[src/nbc_pkg.sv]
// constants, types and pin synchroniser for the flash bus-cycle host
// Operation
// RL1 - address strobe high: write rise takes address
// RL2 - command strobe high: write rise takes command
// RL3 - device active only while chip enable low
// RL4 - busy program/erase keeps device selected
// RL5 - enable-don't-care: read busy survives enable high
// RL6 - each read fall gives next word
// RL7 - address and data taken on write rise
// RL8 - recovery of 10 us, busy low throughout
// RL9 - controller keeps write enable high in recovery
// RL10 - lockout low rejects every program or erase
// RL11 - lockout acts on level, not sampled
// RL12 - controller drives lockout low around power transitions
// RL13 - busy line low while operation runs
// RL14 - busy line is open-drain, wired low
// RL15 - command: enable low, command strobe, read high
// RL16 - four address cycles after the command
// RL17 - address: enable low, address strobe, read high
// RL18 - address uses bus bits 0 to 7
// RL19 - data in: strobes low, one word per rise
// RL20 - data out: write high, strobes low, sequential
// RL21 - read path returns array, status, signature, serial
// RL22 - low supply disables all device functions
// RL23 - data lanes released when deselected or disabled
// RL24 - enable high without busy means standby
// RL25 - never both latch strobes during write pulse
`timescale 1ns/1ns
package nbc_pkg;
	localparam int CLK_PERIOD_NS = 20; // 50 MHz system clock
	// least time in ns to whole cycles, never under one
	function automatic int ns2cyc(input int ns);
		int c;
		c = (ns + CLK_PERIOD_NS - 1) / CLK_PERIOD_NS;
		if (c < 1) begin
			c = 1;
		end
		return c;
	endfunction
	localparam int RECOVERY_NS = 10000; // power transition recovery, 10 us
	localparam int SETUP_NS = 20; // strobe setup before a pulse
	localparam int WE_LOW_NS = 40; // write enable low width
	localparam int STROBE_HIGH_NS = 40; // strobe high width and hold
	localparam int READ_TO_OUTPUT_VALID_NS = 60; // read_to_output_valid
	localparam int BUSY_SETTLE_NS = 200; // time for busy line to fall after a command
	localparam int SYNC_STAGES = 2; // pin synchroniser depth
	localparam int CNT_W = 10;
	localparam logic [CNT_W-1:0] REC_LAST = CNT_W'(ns2cyc(RECOVERY_NS) - 1);
	localparam logic [CNT_W-1:0] SETUP_LAST = CNT_W'(ns2cyc(SETUP_NS) - 1);
	localparam logic [CNT_W-1:0] WE_LOW_LAST = CNT_W'(ns2cyc(WE_LOW_NS) - 1);
	localparam logic [CNT_W-1:0] HIGH_LAST = CNT_W'(ns2cyc(STROBE_HIGH_NS) - 1);
	// read low covers output valid time plus synchroniser latency
	localparam logic [CNT_W-1:0] RD_LOW_LAST = CNT_W'(ns2cyc(READ_TO_OUTPUT_VALID_NS) + SYNC_STAGES);
	localparam logic [CNT_W-1:0] SETTLE_LAST = CNT_W'(ns2cyc(BUSY_SETTLE_NS) - 1);
	localparam int BUS_W = 16; // x16 bus, x8 parts use the low lane
	localparam int LANE_W = 8;
	localparam int WDATA_W = 32;
	localparam int ADDR_BYTES = 4;
	localparam logic [1:0] ADDR_IDX_LAST = 2'(ADDR_BYTES - 1);
	localparam logic [2:0] ADDR_COUNT = 3'(ADDR_BYTES);
	localparam logic [LANE_W-1:0] LANE_ZERO = 8'h00;
	typedef enum logic [2:0] {
		NBC_OP_CMD = 3'h0, // one command byte
		NBC_OP_ADDR = 3'h1, // four address bytes, low byte first
		NBC_OP_WRITE = 3'h2, // one program data word
		NBC_OP_READ = 3'h3, // one output word
		NBC_OP_WAIT = 3'h4 // wait until the busy line is released
	} nbc_op_t;
	typedef enum logic [2:0] {
		NBC_ST_RECOVER = 3'h0,
		NBC_ST_IDLE = 3'h1,
		NBC_ST_SETUP = 3'h3,
		NBC_ST_STROBE = 3'h2,
		NBC_ST_HOLD = 3'h6,
		NBC_ST_WAIT = 3'h7
	} nbc_state_t;
	typedef struct packed {
		nbc_op_t op;
		logic deselect; // raise chip enable when done
		logic [WDATA_W-1:0] wdata;
	} nbc_req_t;
	typedef struct packed {
		logic [BUS_W-1:0] rdata;
	} nbc_rsp_t;
	typedef struct packed {
		logic ce_n;
		logic command_latch_strobe;
		logic address_latch_strobe;
		logic we_n;
		logic re_n;
		logic wp_n;
	} nbc_pins_t;
	localparam nbc_pins_t PINS_RESET = '{ce_n: 1'b1, command_latch_strobe: 1'b0,
		address_latch_strobe: 1'b0, we_n: 1'b1, re_n: 1'b1, wp_n: 1'b0};
endpackage

// two-flop synchroniser for pins from the flash
module nbc_sync #(
	parameter int W = 1
) (
	input wire logic clk,
	input wire logic arst_n,
	input wire logic [W-1:0] d,
	output logic [W-1:0] q
);
	logic [W-1:0] meta; // first stage, read only by q
	// both stages clear to zero; the busy line is thus seen busy at reset
	always_ff @(posedge clk or negedge arst_n) begin
		if (!arst_n) begin
			meta <= '0;
			q <= '0;
		end else begin
			meta <= d;
			q <= meta;
		end
	end
endmodule

[src/nbc_host.sv]
// host controller driving the flash bus cycles from a request port
`timescale 1ns/1ns
module nbc_host (
	input wire logic clk,
	input wire logic arst_n,
	input wire nbc_pkg::nbc_req_t req,
	input wire logic req_valid,
	output logic req_ready,
	output nbc_pkg::nbc_rsp_t rsp,
	output logic rsp_valid,
	input wire logic prog_allow,
	output logic line_ready,
	output nbc_pkg::nbc_pins_t pins,
	output logic [nbc_pkg::BUS_W-1:0] dq_out,
	output logic dq_oe_n,
	input wire logic [nbc_pkg::BUS_W-1:0] dq_in,
	input wire logic busy_flag_n
);
	import nbc_pkg::*;

	// bus value for a write-type cycle; command and address use the low lane only
	function automatic logic [BUS_W-1:0] lane_of(input nbc_op_t op, input logic [WDATA_W-1:0] w);
		if (op == NBC_OP_WRITE) begin
			return w[BUS_W-1:0];
		end
		return {LANE_ZERO, w[LANE_W-1:0]}; // see RL18
	endfunction

	nbc_state_t state, next_state; // cycle sequencer
	logic [CNT_W-1:0] cnt, next_cnt; // phase timer
	nbc_pins_t next_pins;
	logic [BUS_W-1:0] next_dq_out;
	logic next_dq_oe_n, next_req_ready, next_rsp_valid;
	nbc_rsp_t next_rsp;
	nbc_op_t cur_op, next_cur_op; // operation in flight
	logic deselect, next_deselect;
	logic [WDATA_W-1:0] addr_sr, next_addr_sr; // address bytes, shifted out low first
	logic [1:0] byte_idx, next_byte_idx;
	logic [BUS_W-1:0] dq_s; // synchronised data lanes
	logic busy_s; // synchronised busy line, high means ready
	logic next_line_ready;

	// pins from the flash pass two flops before anything reads them
	nbc_sync #(.W(BUS_W + 1)) u_sync (
		.clk(clk),
		.arst_n(arst_n),
		.d({dq_in, busy_flag_n}),
		.q({dq_s, busy_s})
	);

	// decode of the current phase
	wire is_read = (cur_op == NBC_OP_READ);
	wire is_addr = (cur_op == NBC_OP_ADDR);
	wire take = req_valid && req_ready;
	wire [CNT_W-1:0] strobe_last = is_read ? RD_LOW_LAST : WE_LOW_LAST;
	wire more_addr = is_addr && (byte_idx != ADDR_IDX_LAST);
	wire [WDATA_W-1:0] addr_shifted = {LANE_ZERO, addr_sr[WDATA_W-1:LANE_W]};
	wire [CNT_W-1:0] cnt_inc = cnt + 1'b1;
	wire is_write_op = (req.op == NBC_OP_CMD) || (req.op == NBC_OP_ADDR) || (req.op == NBC_OP_WRITE);

	// sequencer: setup, strobe low, strobe high, repeat for address bytes
	always_comb begin
		next_state = state;
		next_cnt = cnt_inc;
		next_pins = pins;
		next_dq_out = dq_out;
		next_dq_oe_n = dq_oe_n;
		next_req_ready = req_ready;
		next_rsp = rsp;
		next_rsp_valid = 1'b0;
		next_cur_op = cur_op;
		next_deselect = deselect;
		next_addr_sr = addr_sr;
		next_byte_idx = byte_idx;
		next_line_ready = busy_s;
		case (state)
			NBC_ST_RECOVER: begin
				// write enable high and lockout low for the whole recovery
				next_pins = PINS_RESET; // see RL9, RL12
				if (cnt == REC_LAST) begin
					next_cnt = cnt;
					// recovery served; also wait for the device to release busy
					if (busy_s) begin // see RL8
						next_state = NBC_ST_IDLE;
						next_req_ready = 1'b1;
						next_cnt = '0;
					end
				end
			end
			NBC_ST_IDLE: begin
				next_cnt = '0;
				// lockout follows the user level each idle cycle, held through a request
				next_pins.wp_n = prog_allow; // see RL10, RL11
				if (take) begin
					next_req_ready = 1'b0;
					next_cur_op = req.op;
					next_deselect = req.deselect;
					next_addr_sr = req.wdata;
					next_byte_idx = '0;
					next_rsp = '0;
					if (req.op == NBC_OP_WAIT) begin
						next_state = NBC_ST_WAIT;
					end else begin
						next_state = NBC_ST_SETUP;
						next_pins.ce_n = 1'b0; // see RL3
						// strobes are mutually exclusive by the op decode
						next_pins.command_latch_strobe = (req.op == NBC_OP_CMD); // see RL2, RL15, RL25
						next_pins.address_latch_strobe = (req.op == NBC_OP_ADDR); // see RL1, RL17, RL25
						next_dq_out = lane_of(req.op, req.wdata);
						next_dq_oe_n = !is_write_op; // see RL23
					end
				end
			end
			NBC_ST_SETUP: begin
				if (cnt == SETUP_LAST) begin
					next_state = NBC_ST_STROBE;
					next_cnt = '0;
					next_pins.re_n = !is_read; // see RL6, RL20
					next_pins.we_n = is_read; // see RL19
				end
			end
			NBC_ST_STROBE: begin
				if (cnt == strobe_last) begin
					next_state = NBC_ST_HOLD;
					next_cnt = '0;
					// the device latches on this write rise
					next_pins.we_n = 1'b1; // see RL7
					next_pins.re_n = 1'b1;
					if (is_read) begin
						next_rsp.rdata = dq_s; // see RL21
					end
				end
			end
			NBC_ST_HOLD: begin
				if (cnt == HIGH_LAST) begin
					next_cnt = '0;
					if (more_addr) begin
						// next address byte, data changes only while write enable is high
						next_state = NBC_ST_SETUP; // see RL16
						next_byte_idx = byte_idx + 1'b1;
						next_addr_sr = addr_shifted;
						next_dq_out = lane_of(NBC_OP_ADDR, addr_shifted);
					end else begin
						next_state = NBC_ST_IDLE;
						next_pins.command_latch_strobe = 1'b0;
						next_pins.address_latch_strobe = 1'b0;
						next_pins.ce_n = deselect; // see RL24
						next_dq_oe_n = 1'b1;
						next_rsp_valid = 1'b1;
						next_req_ready = 1'b1;
					end
				end
			end
			NBC_ST_WAIT: begin
				// busy falls some time after the strobe; skip that window first
				if (cnt >= SETTLE_LAST) begin
					next_cnt = cnt;
					if (busy_s) begin // see RL13, RL14
						next_state = NBC_ST_IDLE;
						next_cnt = '0;
						next_pins.ce_n = deselect ? 1'b1 : pins.ce_n;
						next_rsp_valid = 1'b1;
						next_req_ready = 1'b1;
					end
				end
			end
			default: begin
				next_state = NBC_ST_RECOVER;
				next_cnt = '0;
				next_pins = PINS_RESET;
			end
		endcase
	end

	// state and pin registers
	always_ff @(posedge clk or negedge arst_n) begin
		if (!arst_n) begin
			state <= NBC_ST_RECOVER;
			cnt <= '0;
			pins <= PINS_RESET;
			dq_out <= '0;
			dq_oe_n <= 1'b1;
			req_ready <= 1'b0;
			rsp <= '0;
			rsp_valid <= 1'b0;
			line_ready <= 1'b0;
		end else begin
			state <= next_state;
			cnt <= next_cnt;
			pins <= next_pins;
			dq_out <= next_dq_out;
			dq_oe_n <= next_dq_oe_n;
			req_ready <= next_req_ready;
			rsp <= next_rsp;
			rsp_valid <= next_rsp_valid;
			line_ready <= next_line_ready;
		end
	end

	// request context
	always_ff @(posedge clk or negedge arst_n) begin
		if (!arst_n) begin
			cur_op <= NBC_OP_CMD;
			deselect <= 1'b0;
			addr_sr <= '0;
			byte_idx <= '0;
		end else begin
			cur_op <= next_cur_op;
			deselect <= next_deselect;
			addr_sr <= next_addr_sr;
			byte_idx <= next_byte_idx;
		end
	end

	// helper: address write rises seen for the current request
	logic [2:0] addr_we_cnt;
	logic we_q;
	always_ff @(posedge clk or negedge arst_n) begin
		if (!arst_n) begin
			addr_we_cnt <= '0;
			we_q <= 1'b1;
		end else begin
			we_q <= pins.we_n;
			if (take) begin
				addr_we_cnt <= '0;
			end else if (pins.we_n && !we_q && pins.address_latch_strobe) begin
				addr_we_cnt <= addr_we_cnt + 1'b1;
			end
		end
	end

	property p_strobes_exclusive;
		@(posedge clk) disable iff (!arst_n) !(pins.command_latch_strobe && pins.address_latch_strobe);
	endproperty
	a_strobes_exclusive: assert property (p_strobes_exclusive) else $error("both latch strobes high"); // see RL25

	property p_recover_we_high;
		@(posedge clk) disable iff (!arst_n) (state == NBC_ST_RECOVER) |-> pins.we_n && pins.ce_n;
	endproperty
	a_recover_we_high: assert property (p_recover_we_high) else $error("write enable low in recovery"); // see RL9

	property p_recover_wp_low;
		@(posedge clk) disable iff (!arst_n) (state == NBC_ST_RECOVER) |-> !pins.wp_n && !req_ready;
	endproperty
	a_recover_wp_low: assert property (p_recover_wp_low) else $error("lockout released in recovery"); // see RL12

	property p_recover_len;
		@(posedge clk) disable iff (!arst_n) (state == NBC_ST_RECOVER && cnt < REC_LAST) |=> state == NBC_ST_RECOVER;
	endproperty
	a_recover_len: assert property (p_recover_len) else $error("recovery cut short"); // see RL8

	property p_cmd_cycle;
		@(posedge clk) disable iff (!arst_n)
			($rose(pins.we_n) && pins.command_latch_strobe) |-> !pins.ce_n && !pins.address_latch_strobe && pins.re_n
			&& !dq_oe_n && dq_out[BUS_W-1:LANE_W] == LANE_ZERO;
	endproperty
	a_cmd_cycle: assert property (p_cmd_cycle) else $error("bad command cycle"); // see RL15

	property p_addr_cycle;
		@(posedge clk) disable iff (!arst_n)
			($rose(pins.we_n) && pins.address_latch_strobe) |-> !pins.ce_n && !pins.command_latch_strobe && pins.re_n
			&& $stable(dq_out);
	endproperty
	a_addr_cycle: assert property (p_addr_cycle) else $error("bad address cycle"); // see RL17

	property p_addr_four;
		@(posedge clk) disable iff (!arst_n) (rsp_valid && cur_op == NBC_OP_ADDR) |-> addr_we_cnt == ADDR_COUNT;
	endproperty
	a_addr_four: assert property (p_addr_four) else $error("address op not four cycles"); // see RL16

	property p_data_in;
		@(posedge clk) disable iff (!arst_n)
			($rose(pins.we_n) && cur_op == NBC_OP_WRITE) |-> !pins.ce_n && pins.re_n && !dq_oe_n
			&& !pins.command_latch_strobe && !pins.address_latch_strobe;
	endproperty
	a_data_in: assert property (p_data_in) else $error("bad data input cycle"); // see RL19

	property p_data_out;
		@(posedge clk) disable iff (!arst_n)
			!pins.re_n |-> !pins.ce_n && pins.we_n && dq_oe_n && !pins.command_latch_strobe && !pins.address_latch_strobe;
	endproperty
	a_data_out: assert property (p_data_out) else $error("bad data output cycle"); // see RL20
endmodule

[config.mk]
export PLATFORM = sky130hd
export DESIGN_NAME = nbc_host
export DESIGN_NICKNAME = d
export VERILOG_FILES = /design/src/nbc_pkg.sv /design/src/nbc_host.sv
export SDC_FILE = /design/constraint.sdc
export NUM_CORES = 1
export LEC_CHECK = 0
export ABC_AREA = 1
export ABC_CLOCK_PERIOD_IN_PS = 1690
export BUFFER_PORTS_ARGS = -buffer_cell sky130_fd_sc_hd__buf_4
export CORE_ASPECT_RATIO = 2
export CORE_MARGIN = 5
export CORE_UTILIZATION = 45
export DETAILED_ROUTE_END_ITERATION = 8
export HOLD_SLACK_MARGIN = 0.12
export PLACE_DENSITY = 0.71
export RECOVER_POWER = 25
export REMOVE_ABC_BUFFERS = 1
export SLEW_MARGIN = 20
export SYNTH_ARGS = -nofsm -noshare
export SYNTH_HDL_FRONTEND = slang
export SYNTH_HIERARCHICAL = 1
export SYNTH_SLANG_ARGS = --single-unit
[constraint.sdc]
create_clock -name clk -period 1.69 [get_ports clk]
set_input_delay 0.169 -clock clk [delete_from_list [all_inputs] [get_ports clk]]
set_output_delay 0.169 -clock clk [all_outputs]
set_load 0.02 [all_outputs]
==> results_dict.tcl <==
set metrics [dict create \
    synth_cell_type_count 31 \
    detail-route-antenna-nets 0 \
    drt-vias-per-instance 5.12 \
    powerDensity_nw_per_um2 849 \
    die_y_um 165 \
    drt_iter0_markers 317 \
    crit_chain "inv_2 > ha_4 > nand3_4 > nor2_4 > nand2_2 > o21ai_2 > nand2_4 > clkbuf_16 > nand2_2 > o21ai_2" \
    num_rows 56 \
    synthTopCellsByArea "dfrtp_1 53%, nand2_1 17%, nand3_1 4.3%" \
    drt_wl_total_mm 16.4 \
    clk-insertion-delay-late_ps 410 \
    htree_num_levels 4 \
    min_period_over_period 1.02 \
    gp_congestion 0.944 \
    cts_buffers 17 \
    wl_per_cell_um 16.1 \
    ir_drop_v 0.000898 \
    post-place-ws_ps -113 \
    p_leak_nw 4.18 \
    status "finished with violations" \
    vias 5213 \
    grt_max_degree 41 \
    register_area_um2 2990 \
    cap_violations 0 \
    post-dp-hpwl_mm 10.7 \
    grt_pass1_vias 5463 \
    drive_above_1_share 0.340 \
    grt_pass1_wl_mm 25.8 \
    drv_slew 0 \
    syn_area_per_cell_um2 8.42 \
    ys_seq_area_frac 0.552 \
    die_w_um 87.5 \
    setup_viol 15 \
    synth.most_common_cell "nand2_1" \
    slowest_delay_ps 400 \
    synthArstFlopShare 1.00 \
    synth_top_area_share 0.533 \
    synth_top_area_cell "dfrtp_1" \
    synthTopCellsByCount "247 x nand2_1, 115 x dfrtp_1, 47 x inv_1" \
    fin_skew_ps 7.90 \
    crit_family "simple AND/OR/NAND/NOR gates" \
    synth.cell_area_um2 5400 \
    fmax_mhz 579 \
    rsz0062_at_grt "yes" \
    ys_warn_count 6 \
    slew_headroom 0.287 \
    finalPower_mw 7.06 \
    cp-start-kind "register" \
    end_kind "register" \
    pin_count 99 \
    final_cell_count_no_fill 1018 \
    tns_ps -237 \
    multiInputGateArea_um2 2360 \
    tritoncts "done" \
    core_region_area_um2 11800 \
    critPathKind "register to register" \
    clock-sinks 119 \
    final_nets 922 \
    die_area_um2 14400 \
    worst_ep_required_time_ps 1990 \
    antenna_found_initial 0 \
    cts.path.max_buffers 2 \
    areaGrowthSynthToFinish_pct 54.0 \
    hold_viol 0 \
    overflow 0 \
    cp.arrival_ps 2030 \
    cts-root-buf "clkbuf_16" \
    dp.cells 916 \
    critPathMaxFanout 8 \
    ys_seq_elements 119 \
    clk_pin_slew_ps 60 \
    fin_ws_ps -37.7 \
    synth_flop_cell "dfrtp_1" \
    drcViolationCount 0 \
    tightestPinTransition_ps 1070 \
    synth-edff-count 0 \
    violations "negative setup slack" \
    first_pass_iters 5 \
    final_period_minus_worst_setup_slack_ps 1730 \
    start_util 0.459 \
    syn_inst 641 \
    hold_class "primary input to register" \
    nFillCells 847 \
    insertedDiodeCount 0 \
    critPathSlowestCell "dfrtp_1" \
    worst-path-buf-inv 2 \
    io_buffers 98 \
    holdWs_ps 342 \
    grtUsageTotal 0.231 \
]
logic make-up after synthesis:
family / after synthesis / share of synthesized area
flops: 119 / 0.552
fa+ha+maj: 5 / 0.0116
xor+xnor: 6 / 0.00973
simple gates: 360 / 0.285
mux: 1 / 0.00209
compound gates: 75 / 0.0772
buf+inv: 75 / 0.0619
worst paths after layout:
check,start,endpoint,slack [ps],depth (start not counted)
max in group asynchronous,arst_n,dq_oe_n$_DFFE_PN1P_,410,3
hold reg to reg,u_sync/meta[6]$_DFF_PN0_,u_sync/q[6]$_DFF_PN0_,340,0
min in group asynchronous,arst_n,addr_sr[29]$_DFFE_PN0P_,460,2
setup reg to reg,cnt[1]$_DFF_PN0_,rsp[12]$_DFFE_PN0P_,-40,10
hold / removal,req_valid,cur_op[0]$_DFFE_PN0P_,340,6
setup / recovery,cnt[1]$_DFF_PN0_,rsp[12]$_DFFE_PN0P_,-40,10
timing repair:
action	CTS	global route
gates resized for setup	18	79
setup endpoints to repair	55	78
gates cloned	1	4
pin swaps	3	15
hold buffers	55	0
setup buffers	4	6
hold endpoints to repair	94	0
state kept, by name (all words and copies together), names as in the netlist:
name / flops
state: 3
u_sync/meta: 17
dq_out: 16
addr_sr: 24
rsp: 16
cur_op: 3
req_ready: 1
pins: 6
u_sync/q: 17
dq_oe_n: 1
deselect: 1
rsp_valid: 1
byte_idx: 2
line_ready: 1
cnt: 10
metrics by stage:
step                area [µm²]  utilization
floorplan                 5270            -
global placement          6650        0.565
detailed placement        6650        0.565
CTS                       7930        0.674
global route              8320        0.707
finish                    8320        0.707
cell usage in the layout, fill, tap and decap left out, drive strengths merged:
cell type	synthesis	routed
xor2	5	5
dfstp	4	4
ha	5	5
inv	53	60
o211ai	3	3
clkbuf	9	39
a22o	1	1
clkinv	0	2
bufinv	0	3
nand2	250	250
clkinvlp	0	2
dfrtp	115	115
nand4	5	5
dlygate4sd3	0	55
nand3b	1	1
buf	13	146
nor2	49	49
nand3	49	49
a21oi	5	5
mux2	1	1
xnor2	1	1
nor3	6	6
o21ai	66	66
where the power goes:
part | leakage [nW] | switching [mW] | internal [mW]
Sequential | 1.47 | 0.0154 | 2.89
Clock | 0.302 | 1.42 | 2.40
Combinational | 2.41 | 0.140 | 0.195
Total | 4.18 | 1.57 | 5.49
layout make-up:
class                           count  share of cell area
Sequential cell                   119               0.359
Tap cell                          145              0.0218
Inverter                           53              0.0254
Clock buffer                       18              0.0528
Timing Repair Buffer              222               0.235
Clock inverter                     14              0.0223
Multi-Input combinational cell    447               0.284
layer usage:
| metal | vias to the layer above | global-route usage | wire length [µm] |
|---|---|---|---|
| li1 | 2464 | - | - |
| met2 | 186 | 0.427 | 9410 |
| met4 | 0 | 0.115 | 666 |
| met3 | 52 | 0.0474 | 767 |
| met1 | 2511 | 0.238 | 5510 |
| met5 | - | 0 | 0 |
worst min-delay path, delay by kind of cell:
| family | cells | cell delay, ps |
|---|---|---|
| simple gates | 3 | 270 |
| buf+inv | 2 | 190 |
| compound gates | 1 | 70 |
Note: power is estimated with default switching activity, not from simulation.
